==> src/shared/rms_pkg.sv <==
// Shared constants for the module status word block.
package rms_pkg;
   // Word addresses of the status words in the module memory map.
   localparam logic [6:0]  ADDR_DIGITS_LO  = 7'h4E;
   localparam logic [6:0]  ADDR_DIGITS_HI  = 7'h4F;
   localparam logic [6:0]  ADDR_NV_COUNT   = 7'h50;
   localparam logic [6:0]  ADDR_NV_ERRORS  = 7'h51;
   localparam logic [6:0]  ADDR_NV_CONFIRM = 7'h52;
   localparam logic [6:0]  ADDR_OPEN_FLAGS = 7'h53;

   // Bit positions in the controller's output control word.
   localparam int          CTRL_SAVE_BIT   = 3;
   localparam int          CTRL_CLEAR_BIT  = 6;

   // Sensor type digit encodings reported per input point.
   localparam logic [3:0]  TYPE_CU_10      = 4'h1;
   localparam logic [3:0]  TYPE_PT_100     = 4'h2;
   localparam logic [3:0]  TYPE_NI_120     = 4'h3;

   // Values after reset, and the save count step.
   localparam logic [15:0] RST_WORD        = 16'h0000;
   localparam logic [7:0]  RST_FLAGS       = 8'h00;
   localparam logic [5:0]  RST_ERRORS      = 6'h00;
   localparam logic [15:0] COUNT_STEP      = 16'h0001;

   // Save sequencer states, Gray coded along idle, busy, finish.
   typedef enum logic [1:0] {
      ST_IDLE   = 2'b00,
      ST_BUSY   = 2'b01,
      ST_FINISH = 2'b11
   } rms_state_t;
endpackage

==> src/logic/rms_sync3.sv <==
`timescale 1ns/1ps
// Three-stage synchroniser for pin inputs. The output only follows once the
// second and third stages agree, so a value caught mid-change is not passed.
module rms_sync3 #(
   parameter int W = 8
) (
   input  wire logic         CLK,
   input  wire logic         RST_B,
   input  wire logic [W-1:0] PIN_IN,
   output logic      [W-1:0] SYNC_OUT
);
   logic [W-1:0] s1_q;  // First stage, read only by the second stage.
   logic [W-1:0] s2_q;  // Second stage.
   logic [W-1:0] s3_q;  // Third stage.

   // Shift the pin value through the three stages.
   always_ff @(posedge CLK) begin
      if (!RST_B) begin
         s1_q <= '0;
         s2_q <= '0;
         s3_q <= '0;
      end else begin
         s1_q <= PIN_IN;
         s2_q <= s1_q;
         s3_q <= s2_q;
      end
   end

   // Accept the value only when the last two stages agree.
   always_ff @(posedge CLK) begin
      if (!RST_B) begin
         SYNC_OUT <= '0;
      end else if (s2_q == s3_q) begin
         SYNC_OUT <= s3_q;
      end
   end
endmodule

==> src/logic/rms_status_words.sv <==
`timescale 1ns/1ps
// Contract
// - Two read words hold eight selector digits.
// - Digit codes: 1 copper, 2 platinum, 3 nickel.
// - Count every completed nonvolatile save.
// - Save faults appear in error bits 0-5.
// - Save refused without loaded confirmation value.
// - Open enabled sensor sets its flag bit.
// - Control bit 6 clears the open flags not detected again in that cycle.
// - Control bit 3 saves working configuration.
module rms_status_words #(
   parameter logic [15:0] CONFIRM_VALUE = 16'h5A5A  // Arbitrary key value.
) (
   input  wire logic        CLK,
   input  wire logic        RST_B,
   input  wire logic [6:0]  ADDR,
   input  wire logic        WR_EN,
   input  wire logic [15:0] WR_DATA,
   output logic      [15:0] RD_DATA,
   input  wire logic [15:0] CTRL_WORD,
   input  wire logic [31:0] SWITCH_DIGITS,
   input  wire logic [7:0]  SENSOR_OPEN,
   input  wire logic [7:0]  POINT_ENABLE,
   output logic             NV_SAVE_REQ,
   input  wire logic        NV_SAVE_DONE,
   input  wire logic [5:0]  NV_SAVE_ERR
);
   logic [31:0]          digits_s;     // Synchronised selector digits.
   logic [7:0]           open_s;       // Synchronised open-sensor levels.
   logic [15:0]          confirm_q;    // Confirmation word held for saves.
   logic [15:0]          count_q;      // Completed save counter.
   logic [5:0]           err_q;        // Fault flags of the last save.
   logic [7:0]           flags_q;      // Sticky open-sensor flags.
   logic [7:0]           set_vec;      // Points reporting open this cycle.
   logic                 save_prev_q;  // Last value of the save bit.
   logic                 save_trig;    // Rising edge of the save bit.
   logic                 clr_req;      // Flag clear request level.
   logic                 key_ok;       // Confirmation value present.
   rms_pkg::rms_state_t  state_q;      // Save sequencer state.
   logic [15:0]          digits_lo;    // Low digit word, for checking.

   // Selector switches are pins, so they go through the synchroniser.
   rms_sync3 #(.W(32)) u_sync_digits (
      .CLK      (CLK),
      .RST_B    (RST_B),
      .PIN_IN   (SWITCH_DIGITS),
      .SYNC_OUT (digits_s)
   );

   // Open-sensor detector levels come from the analog front end pins.
   rms_sync3 #(.W(8)) u_sync_open (
      .CLK      (CLK),
      .RST_B    (RST_B),
      .PIN_IN   (SENSOR_OPEN),
      .SYNC_OUT (open_s)
   );

   // Pack a flag vector into the low bits of a memory map word.
   function automatic logic [15:0] pad8(input logic [7:0] v);
      pad8 = {8'h00, v};
   endfunction

   // Decode of the control word and the confirmation check.
   assign save_trig = CTRL_WORD[rms_pkg::CTRL_SAVE_BIT] & ~save_prev_q;
   assign clr_req   = CTRL_WORD[rms_pkg::CTRL_CLEAR_BIT];
   assign key_ok    = (confirm_q == CONFIRM_VALUE);
   assign set_vec   = open_s & POINT_ENABLE;
   assign digits_lo = digits_s[15:0];

   // The save request is held while the sequencer waits for the store.
   assign NV_SAVE_REQ = (state_q == rms_pkg::ST_BUSY);

   // Remember the save bit so that a held bit starts only one save.
   always_ff @(posedge CLK) begin
      if (!RST_B) begin
         save_prev_q <= 1'b0;
      end else begin
         save_prev_q <= CTRL_WORD[rms_pkg::CTRL_SAVE_BIT];
      end
   end

   // Writable confirmation word; the key is kept after a save so that
   // software decides when to disarm it by writing another value.
   always_ff @(posedge CLK) begin
      if (!RST_B) begin
         confirm_q <= rms_pkg::RST_WORD;
      end else if (WR_EN && (ADDR == rms_pkg::ADDR_NV_CONFIRM)) begin
         confirm_q <= WR_DATA;
      end
   end

   // Save sequencer: a trigger without the key is ignored on purpose,
   // which guards the store against stray control word writes.
   always_ff @(posedge CLK) begin
      if (!RST_B) begin
         state_q <= rms_pkg::ST_IDLE;
      end else begin
         case (state_q)
            rms_pkg::ST_IDLE: begin
               // Only a confirmed trigger starts the store.
               if (save_trig && key_ok) begin
                  state_q <= rms_pkg::ST_BUSY;
               end
            end
            rms_pkg::ST_BUSY: begin
               // Wait for the store to report completion.
               if (NV_SAVE_DONE) begin
                  state_q <= rms_pkg::ST_FINISH;
               end
            end
            rms_pkg::ST_FINISH: begin
               // One cycle to book the finished save.
               state_q <= rms_pkg::ST_IDLE;
            end
            default: begin
               state_q <= rms_pkg::ST_IDLE;
            end
         endcase
      end
   end

   // Count each completed save; the counter wraps rather than sticks.
   always_ff @(posedge CLK) begin
      if (!RST_B) begin
         count_q <= rms_pkg::RST_WORD;
      end else if (state_q == rms_pkg::ST_FINISH) begin
         count_q <= count_q + rms_pkg::COUNT_STEP;
      end
   end

   // Capture the fault flags reported with the completion of a save.
   always_ff @(posedge CLK) begin
      if (!RST_B) begin
         err_q <= rms_pkg::RST_ERRORS;
      end else if ((state_q == rms_pkg::ST_BUSY) && NV_SAVE_DONE) begin
         err_q <= NV_SAVE_ERR;
      end
   end

   // Sticky open flags. A detection in the clearing cycle wins, so an
   // open sensor is never hidden by a clear that races it.
   always_ff @(posedge CLK) begin
      if (!RST_B) begin
         flags_q <= rms_pkg::RST_FLAGS;
      end else if (clr_req) begin
         flags_q <= set_vec;
      end else begin
         flags_q <= flags_q | set_vec;
      end
   end

   // Registered read port with one cycle of latency; unmapped words read 0.
   always_ff @(posedge CLK) begin
      if (!RST_B) begin
         RD_DATA <= rms_pkg::RST_WORD;
      end else begin
         case (ADDR)
            // Points one to four, lowest nibble first.
            rms_pkg::ADDR_DIGITS_LO:  RD_DATA <= digits_s[15:0];
            // Points five to eight; digits use the codes 1, 2 and 3.
            rms_pkg::ADDR_DIGITS_HI:  RD_DATA <= digits_s[31:16];
            rms_pkg::ADDR_NV_COUNT:   RD_DATA <= count_q;
            rms_pkg::ADDR_NV_ERRORS:  RD_DATA <= {10'h000, err_q};
            rms_pkg::ADDR_NV_CONFIRM: RD_DATA <= confirm_q;
            rms_pkg::ADDR_OPEN_FLAGS: RD_DATA <= pad8(flags_q);
            default:                  RD_DATA <= rms_pkg::RST_WORD;
         endcase
      end
   end
endmodule

==> config.mk <==
export PLATFORM = sky130hd
export DESIGN_NAME = rms_status_words
export DESIGN_NICKNAME = d
export VERILOG_FILES = /design/src/shared/rms_pkg.sv /design/src/logic/rms_sync3.sv /design/src/logic/rms_status_words.sv
export SDC_FILE = /design/constraint.sdc
export NUM_CORES = 1
export LEC_CHECK = 0
export ABC_AREA = 1
export BUFFER_PORTS_ARGS = -buffer_cell sky130_fd_sc_hd__buf_2
export CORE_MARGIN = 2
export CORE_UTILIZATION = 30
export DETAILED_ROUTE_END_ITERATION = 10
export GPL_TIMING_DRIVEN = 1
export SLEW_MARGIN = 25
export SYNTH_ARGS = -nofsm -noshare
export SYNTH_HDL_FRONTEND = slang
export SYNTH_HIERARCHICAL = 1
export SYNTH_SLANG_ARGS = --single-unit
export TNS_END_PERCENT = 20
==> constraint.sdc <==
create_clock -name CLK -period 2 [get_ports CLK]
set_clock_uncertainty 0.2 [all_clocks]
set_input_delay 0.2 -clock CLK [delete_from_list [all_inputs] [get_ports CLK]]
set_output_delay 0.2 -clock CLK [all_outputs]
set_load 0.01 [all_outputs]
## Word level (Yosys, flattened, before mapping)

Cells that the tools add are included.

- Register bits: 225
- Output and inout port bits: 17

- $add $sub $neg: 1
- Equality and inequality tests: 13
- Muxes and demuxes: 5
- Bitwise operators: 4
- Reductions and logical operators: 5

Operator list:

| cell | count |
|---|---|
| $pmux 16 s6 | 1 |
| $eq 7x7->1 const B | 6 |
| $eq 32x32->1 | 1 |
| $add 16x1->16 const B | 1 |
| $eq 16x15->1 const B | 1 |
| $and 8x8->8 | 1 |
| $eq 8x8->1 | 1 |
| $mux 8 | 1 |
| $or 8x8->8 | 1 |
| $mux 2 | 2 |
| $pmux 2 s2 | 1 |
| $logic_and 1x1->1 | 3 |
| $eq 2x1->1 const B | 1 |
| $eq 2x2->1 const B | 1 |
| $logic_not 2->1 | 1 |
| $ne 2x1->1 const B | 1 |
| $ne 2x2->1 const B | 1 |
| $reduce_and 2->1 | 1 |
| $and 1x1->1 | 1 |
| $not 1->1 | 1 |

## Logic depth before layout (Yosys ltp)

- Word-level depth: 5
- Gate-level depth with buffers: 12

## Hierarchy

Netlist, hierarchy kept.

By module, submodules not included:

| module | times used | cells an instance | area an instance (um^2) | seq. area each (um^2) |
|---|---|---|---|---|
| rms_sync3 (u_sync_digits) | 1 | 708 | 4918.5 | 2562.5 |
| rms_status_words | 1 | 454 | 3141.8 | 1301.2 |
| rms_sync3 (u_sync_open) | 1 | 173 | 1236.2 | 640.6 |

## Least setup slack after synthesis

No wires, ideal clock.

- Kind: reg2reg
- From: register u_sync_digits.s2_q[0]
- To: register u_sync_digits.SYNC_OUT[17]
- Setup time: 0.113 ns
- Data arrival time: 1.186 ns
- Required time: 1.687 ns
- Setup slack: 0.501 ns
- Stages on the path, launching flop included: 10
- Buffers on the path: 1
- Clock period less this slack: 1.499 ns
- Cells stage by stage: dfxtp_1 > xnor2_1 > nand2_1 > nor2_1 > nand2_1 > nor2_2 > buf_2 > nand3_1 > nand2_1 > nor2_1

- Cells in the longest elaborated chain, start to end: 1

Ends and longest elaborated chain:

| item | RTL line | RTL |
|---|---|---|
| start, declared | rms_sync3.sv:13 | `logic [W-1:0] s2_q;` |
| start signal, assigned | rms_sync3.sv:24 | `s2_q <= s1_q;` |
| $eq 32x32->1 | rms_sync3.sv:33 | `end else if (s2_q == s3_q) begin` |
| end signal, assigned | rms_sync3.sv:34 | `SYNC_OUT <= s3_q;` |
| end, declared | rms_sync3.sv:10 | `output logic [W-1:0] SYNC_OUT` |

No other way between the ends.
A chain may end at the register's enable or synchronous reset.

## Worst setup path after layout

- From: input WR_EN
- To: register confirm_q[3]

- Cells in the longest elaborated chain, start to end: 1

Ends and longest elaborated chain:

| item | RTL line | RTL |
|---|---|---|
| start, declared | rms_status_words.sv:17 | `input wire logic WR_EN,` |
| $logic_and 1x1->1 | rms_status_words.sv:87 | `end else if (WR_EN && (ADDR == rms_pkg::ADDR_NV_CONFIRM)) begin` |
| end signal, assigned | rms_status_words.sv:86 | `confirm_q <= rms_pkg::RST_WORD;` |
| end, declared | rms_status_words.sv:30 | `logic [15:0] confirm_q;` |

No other way between the ends.

==> impl_metrics.env <==
export IMPL_path_clk_slew_ps=60
export IMPL_crit_type="in -> reg"
export IMPL_synth_largest_area_cell="dfxtp_1"
export IMPL_synth_top_cell_area_share_pct=48.45
export IMPL_avgRoutedWirePerCell_um=10.82
export IMPL_nNetsFinal=1626
export IMPL_reg2reg_depth=5
export IMPL_finalHoldViolCount=0
export IMPL_overflow=0
export IMPL_grt_pass1_wl_mm=35.22
export IMPL_outcome="finished, final reports clean"
export IMPL_synth_simple_area_share_pct=32.61
export IMPL_yosysSeqAreaShare_pct=48.45
export IMPL_via_per_inst=4.149
export IMPL_drcViolationCount=0
export IMPL_cp_depth=7
export IMPL_p_leak_nw=6.051
export IMPL_ys_ff_latch=225
export IMPL_rsz0062_at_grt="false"
export IMPL_num_vias=8053
export IMPL_grt_max_degree=77
export IMPL_finalCritPeriodShare_pct=91.92
export IMPL_relSlewSlack_pct=70.59
export IMPL_tns_ps=0
export IMPL_arrival_ps=2090
export IMPL_synthXorXnorAreaFrac_pct=1.884
export IMPL_startpoint="WR_EN"
export IMPL_clk_insertion_delay_late_ps=520
export IMPL_final_max_slew_violation_count=0
export IMPL_cts_tree="done"
export IMPL_antenna_left=0
export IMPL_timing_final_ws_setup_ps=161.5
export IMPL_fin_hold_ws_ps=111.9
export IMPL_totalWireLength_mm=21.00
export IMPL_endpoint="confirm_q[3]"
export IMPL_firstDrtPassIters=5
export IMPL_fp_dieH_um=180.0
export IMPL_crit_family="buffers and inverters"
export IMPL_cp_required_ps=2260
export IMPL_numCtsBuffers=25
export IMPL_diodes=0
export IMPL_die_x_um=180.0
export IMPL_cp_end_kind="register"
export IMPL_port_buffers=99
export IMPL_cts_htree_levels=1
export IMPL_clkSinkCount=225
export IMPL_start_util_pct=30.39
export IMPL_ir_worst_vdd_v=0.0004883
export IMPL_drive_above_1_share_pct=12.75
export IMPL_post_cts_resized=0
export IMPL_tightest_slew_ps=440.1
export IMPL_dp_slack_ps=244.0
export IMPL_area_growth_pct=29.30
export IMPL_synth_nets=1433
export IMPL_path_cells="dlygate4sd3_1 > buf_2 > nand3_4 > inv_2 > nand2_1 > a21oi_1 > dlygate4sd3_1"
export IMPL_ioPinCount=114
export IMPL_timing_rr_start="state_q[0]"
export IMPL_grt_usage_pct=12.89
export IMPL_slowest_stage="dlygate4sd3_1"
export IMPL_antenna_found_initial=0
export IMPL_postCtsSetupBuffers=0
export IMPL_synth_fa_ha_area_share_pct=0.1346
export IMPL_synth_top_family_by_area="simple AND/OR/NAND/NOR gates"
export IMPL_fmax_mhz=543.9
export IMPL_cts_root_buf="clkbuf_16"
export IMPL_cap_violations=0
export IMPL_ys_types=31
export IMPL_cpPeakStageDelay_ps=560
export IMPL_synth_warnings=6
export IMPL_startpoint_type="input port"
export IMPL_power_density_nw_per_um2=827.3
export IMPL_critPathMostFrequentCell="dlygate4sd3_1"
export IMPL_syn_avg_cell_area_um2=6.964
export IMPL_synth_compound_area_share_pct=4.361
export IMPL_reg2reg_slack_ps=200
export IMPL_final_min_clock_period_ps=1838
export IMPL_holdPathStages=8
export IMPL_cp_buffers_inverters=4
export IMPL_syn_inst=1335
export IMPL_r2r_end="err_q[1]"
export IMPL_yosys_top_cells_area="dfxtp_1 48%, nand2_1 17%, inv_1 9.5%, nor2_1 6.1%, nand3_1 6.0%"
export IMPL_grt_pass1_vias=7474
export IMPL_dp_hpwl_mm=14.56
export IMPL_synth_mux_area_share_pct=0
export IMPL_clockBufferDepth=3
export IMPL_hp_class="in -> reg"
export IMPL_dieArea_um2=32410
export IMPL_crit_path_max_fanout=28
export IMPL_drtIter0Drc=431
export IMPL_rows=64
export IMPL_core_um2=30590
export IMPL_postCtsHoldBufs=99
export IMPL_gp_congestion=0.8118
export IMPL_syn_area_um2=9296
export IMPL_finalSetupViolCount=0
## cell families (layout without fill, tap and decap cells)
| logic type | after synthesis | in the layout |
|---|---|---|
| buffers and inverters | 293 | 503 |
| and+or+nand+nor | 721 | 721 |
| xor gates and xnor gates | 20 | 20 |
| AOI/OAI and AO/OA | 75 | 75 |
| adders and majority gates | 1 | 1 |
| DFF | 225 | 225 |
## how the worst min path moves through the flow
stage | slack (ps) | startpoint | end
floorplan | 90 | CTRL_WORD[3] | save_prev_q
CTS | 90 | ADDR[0] | RD_DATA[5]
global placement | 180 | SENSOR_OPEN[7] | u_sync_open/s1_q[7]
finish | 110 | ADDR[3] | RD_DATA[13]
detailed placement | 180 | SWITCH_DIGITS[29] | u_sync_digits/s1_q[29]
global route | 140 | ADDR[4] | RD_DATA[0]
## routing by layer
| layer | share of wire, % | vias to the layer above | wire length (um) | global-route usage (%) |
|---|---|---|---|---|
| met1 | 49 | 3523 | 10210 | 17.33 |
| li1 | - | 4341 | - | - |
| met5 | 0 | - | 0 | 0 |
| met3 | 4.2 | 37 | 890 | 1.738 |
| met4 | 2.4 | 0 | 499 | 3.742 |
| met2 | 45 | 152 | 9400 | 21.62 |
## registers in the layout, indices dropped and copies added, names as in the netlist
name / flops
u_sync_open/s1_q: 8
count_q: 16
flags_q: 8
save_prev_q: 1
confirm_q: 16
u_sync_digits/s3_q: 32
err_q: 6
u_sync_open/s2_q: 8
u_sync_digits/s1_q: 32
u_sync_open/SYNC_OUT: 8
u_sync_digits/s2_q: 32
u_sync_open/s3_q: 8
u_sync_digits/SYNC_OUT: 32
RD_DATA: 16
state_q: 2
## power by group
group / internal [mW] / switching, mW / total (mW)
combinational: 0.364 / 0.418 / 0.782
sequential: 4.62 / 0.0716 / 4.69
clock: 2.71 / 1.77 / 4.48
total: 7.69 / 2.26 / 9.94
## placed cells by master (no fill, tap or decap), types with 4 or more instances in the layout
| cell | Yosys | routed |
|---|---|---|
| buf_4 | 5 | 5 |
| a21oi_1 | 44 | 44 |
| buf_2 | 9 | 98 |
| a21oi_2 | 4 | 4 |
| dlygate4sd3_1 | 0 | 99 |
| nor2_2 | 12 | 12 |
| nand4_1 | 4 | 4 |
| clkbuf_8 | 0 | 8 |
| inv_2 | 10 | 10 |
| nor2_1 | 152 | 152 |
| xnor2_1 | 11 | 11 |
| clkinv_2 | 0 | 5 |
| clkbuf_16 | 0 | 25 |
| nand3_1 | 111 | 111 |
| inv_1 | 236 | 236 |
| buf_12 | 0 | 6 |
| o21ai_0 | 20 | 20 |
| dfxtp_1 | 225 | 225 |
| xor2_1 | 9 | 9 |
| clkinv_1 | 5 | 5 |
| nand2_1 | 414 | 414 |
| clkbuf_1 | 21 | 4 |
| nor3_1 | 6 | 6 |
| nand2_2 | 7 | 7 |
| nor2_4 | 9 | 9 |
## cells in the mapped netlist
library cell	n
o21ai_2	2
dfxtp_1	225
nand2_2	7
buf_6	5
or2_2	1
nor2_8	2
inv_1	236
inv_2	10
a21oi_2	4
nor2b_1	1
nor3_1	6
nor2_4	9
clkinv_1	5
ha_1	1
buf_2	9
nand2_1	414
nor2_1	152
nor2_2	12
xor2_1	9
nand4_1	4
o21ai_0	20
xnor2_1	11
nand3_4	1
a21oi_1	44
and2_1	1
o21ai_1	2
buf_1	2
buf_4	5
nand3_1	111
o21a_1	3
clkbuf_1	21
## per-stage QoR
stage                     instances  util, %  area, um2  power [mW]
final                          1941    39.30      12020       9.944
after global placement         1798    33.39      10210       5.429
after global routing           1941    39.30      12020       10.39
after floorplan                1335        -       9296       5.217
after detailed placement       1798    33.39      10210       5.441
after CTS                      1941    39.30      12020       10.09
## cell type report
class | count | area, um2
Fill cell | 3159 | 18570
Inverter | 251 | 942.2
Tap cell | 396 | 495.5
Sequential cell | 225 | 4504
Multi-Input combinational cell | 817 | 3625
Clock inverter | 7 | 63.81
Timing Repair Buffer | 208 | 1639
Clock buffer | 37 | 750.7
## worst register-to-register path: stages, from the launching register on
cell	delay, ps
dfxtp_1	350
inv_1	70
nor2_2	250
nand3_1	130
dlygate4sd3_1	590
a21oi_1	150
Note: power is estimated with default switching activity, not from simulation.
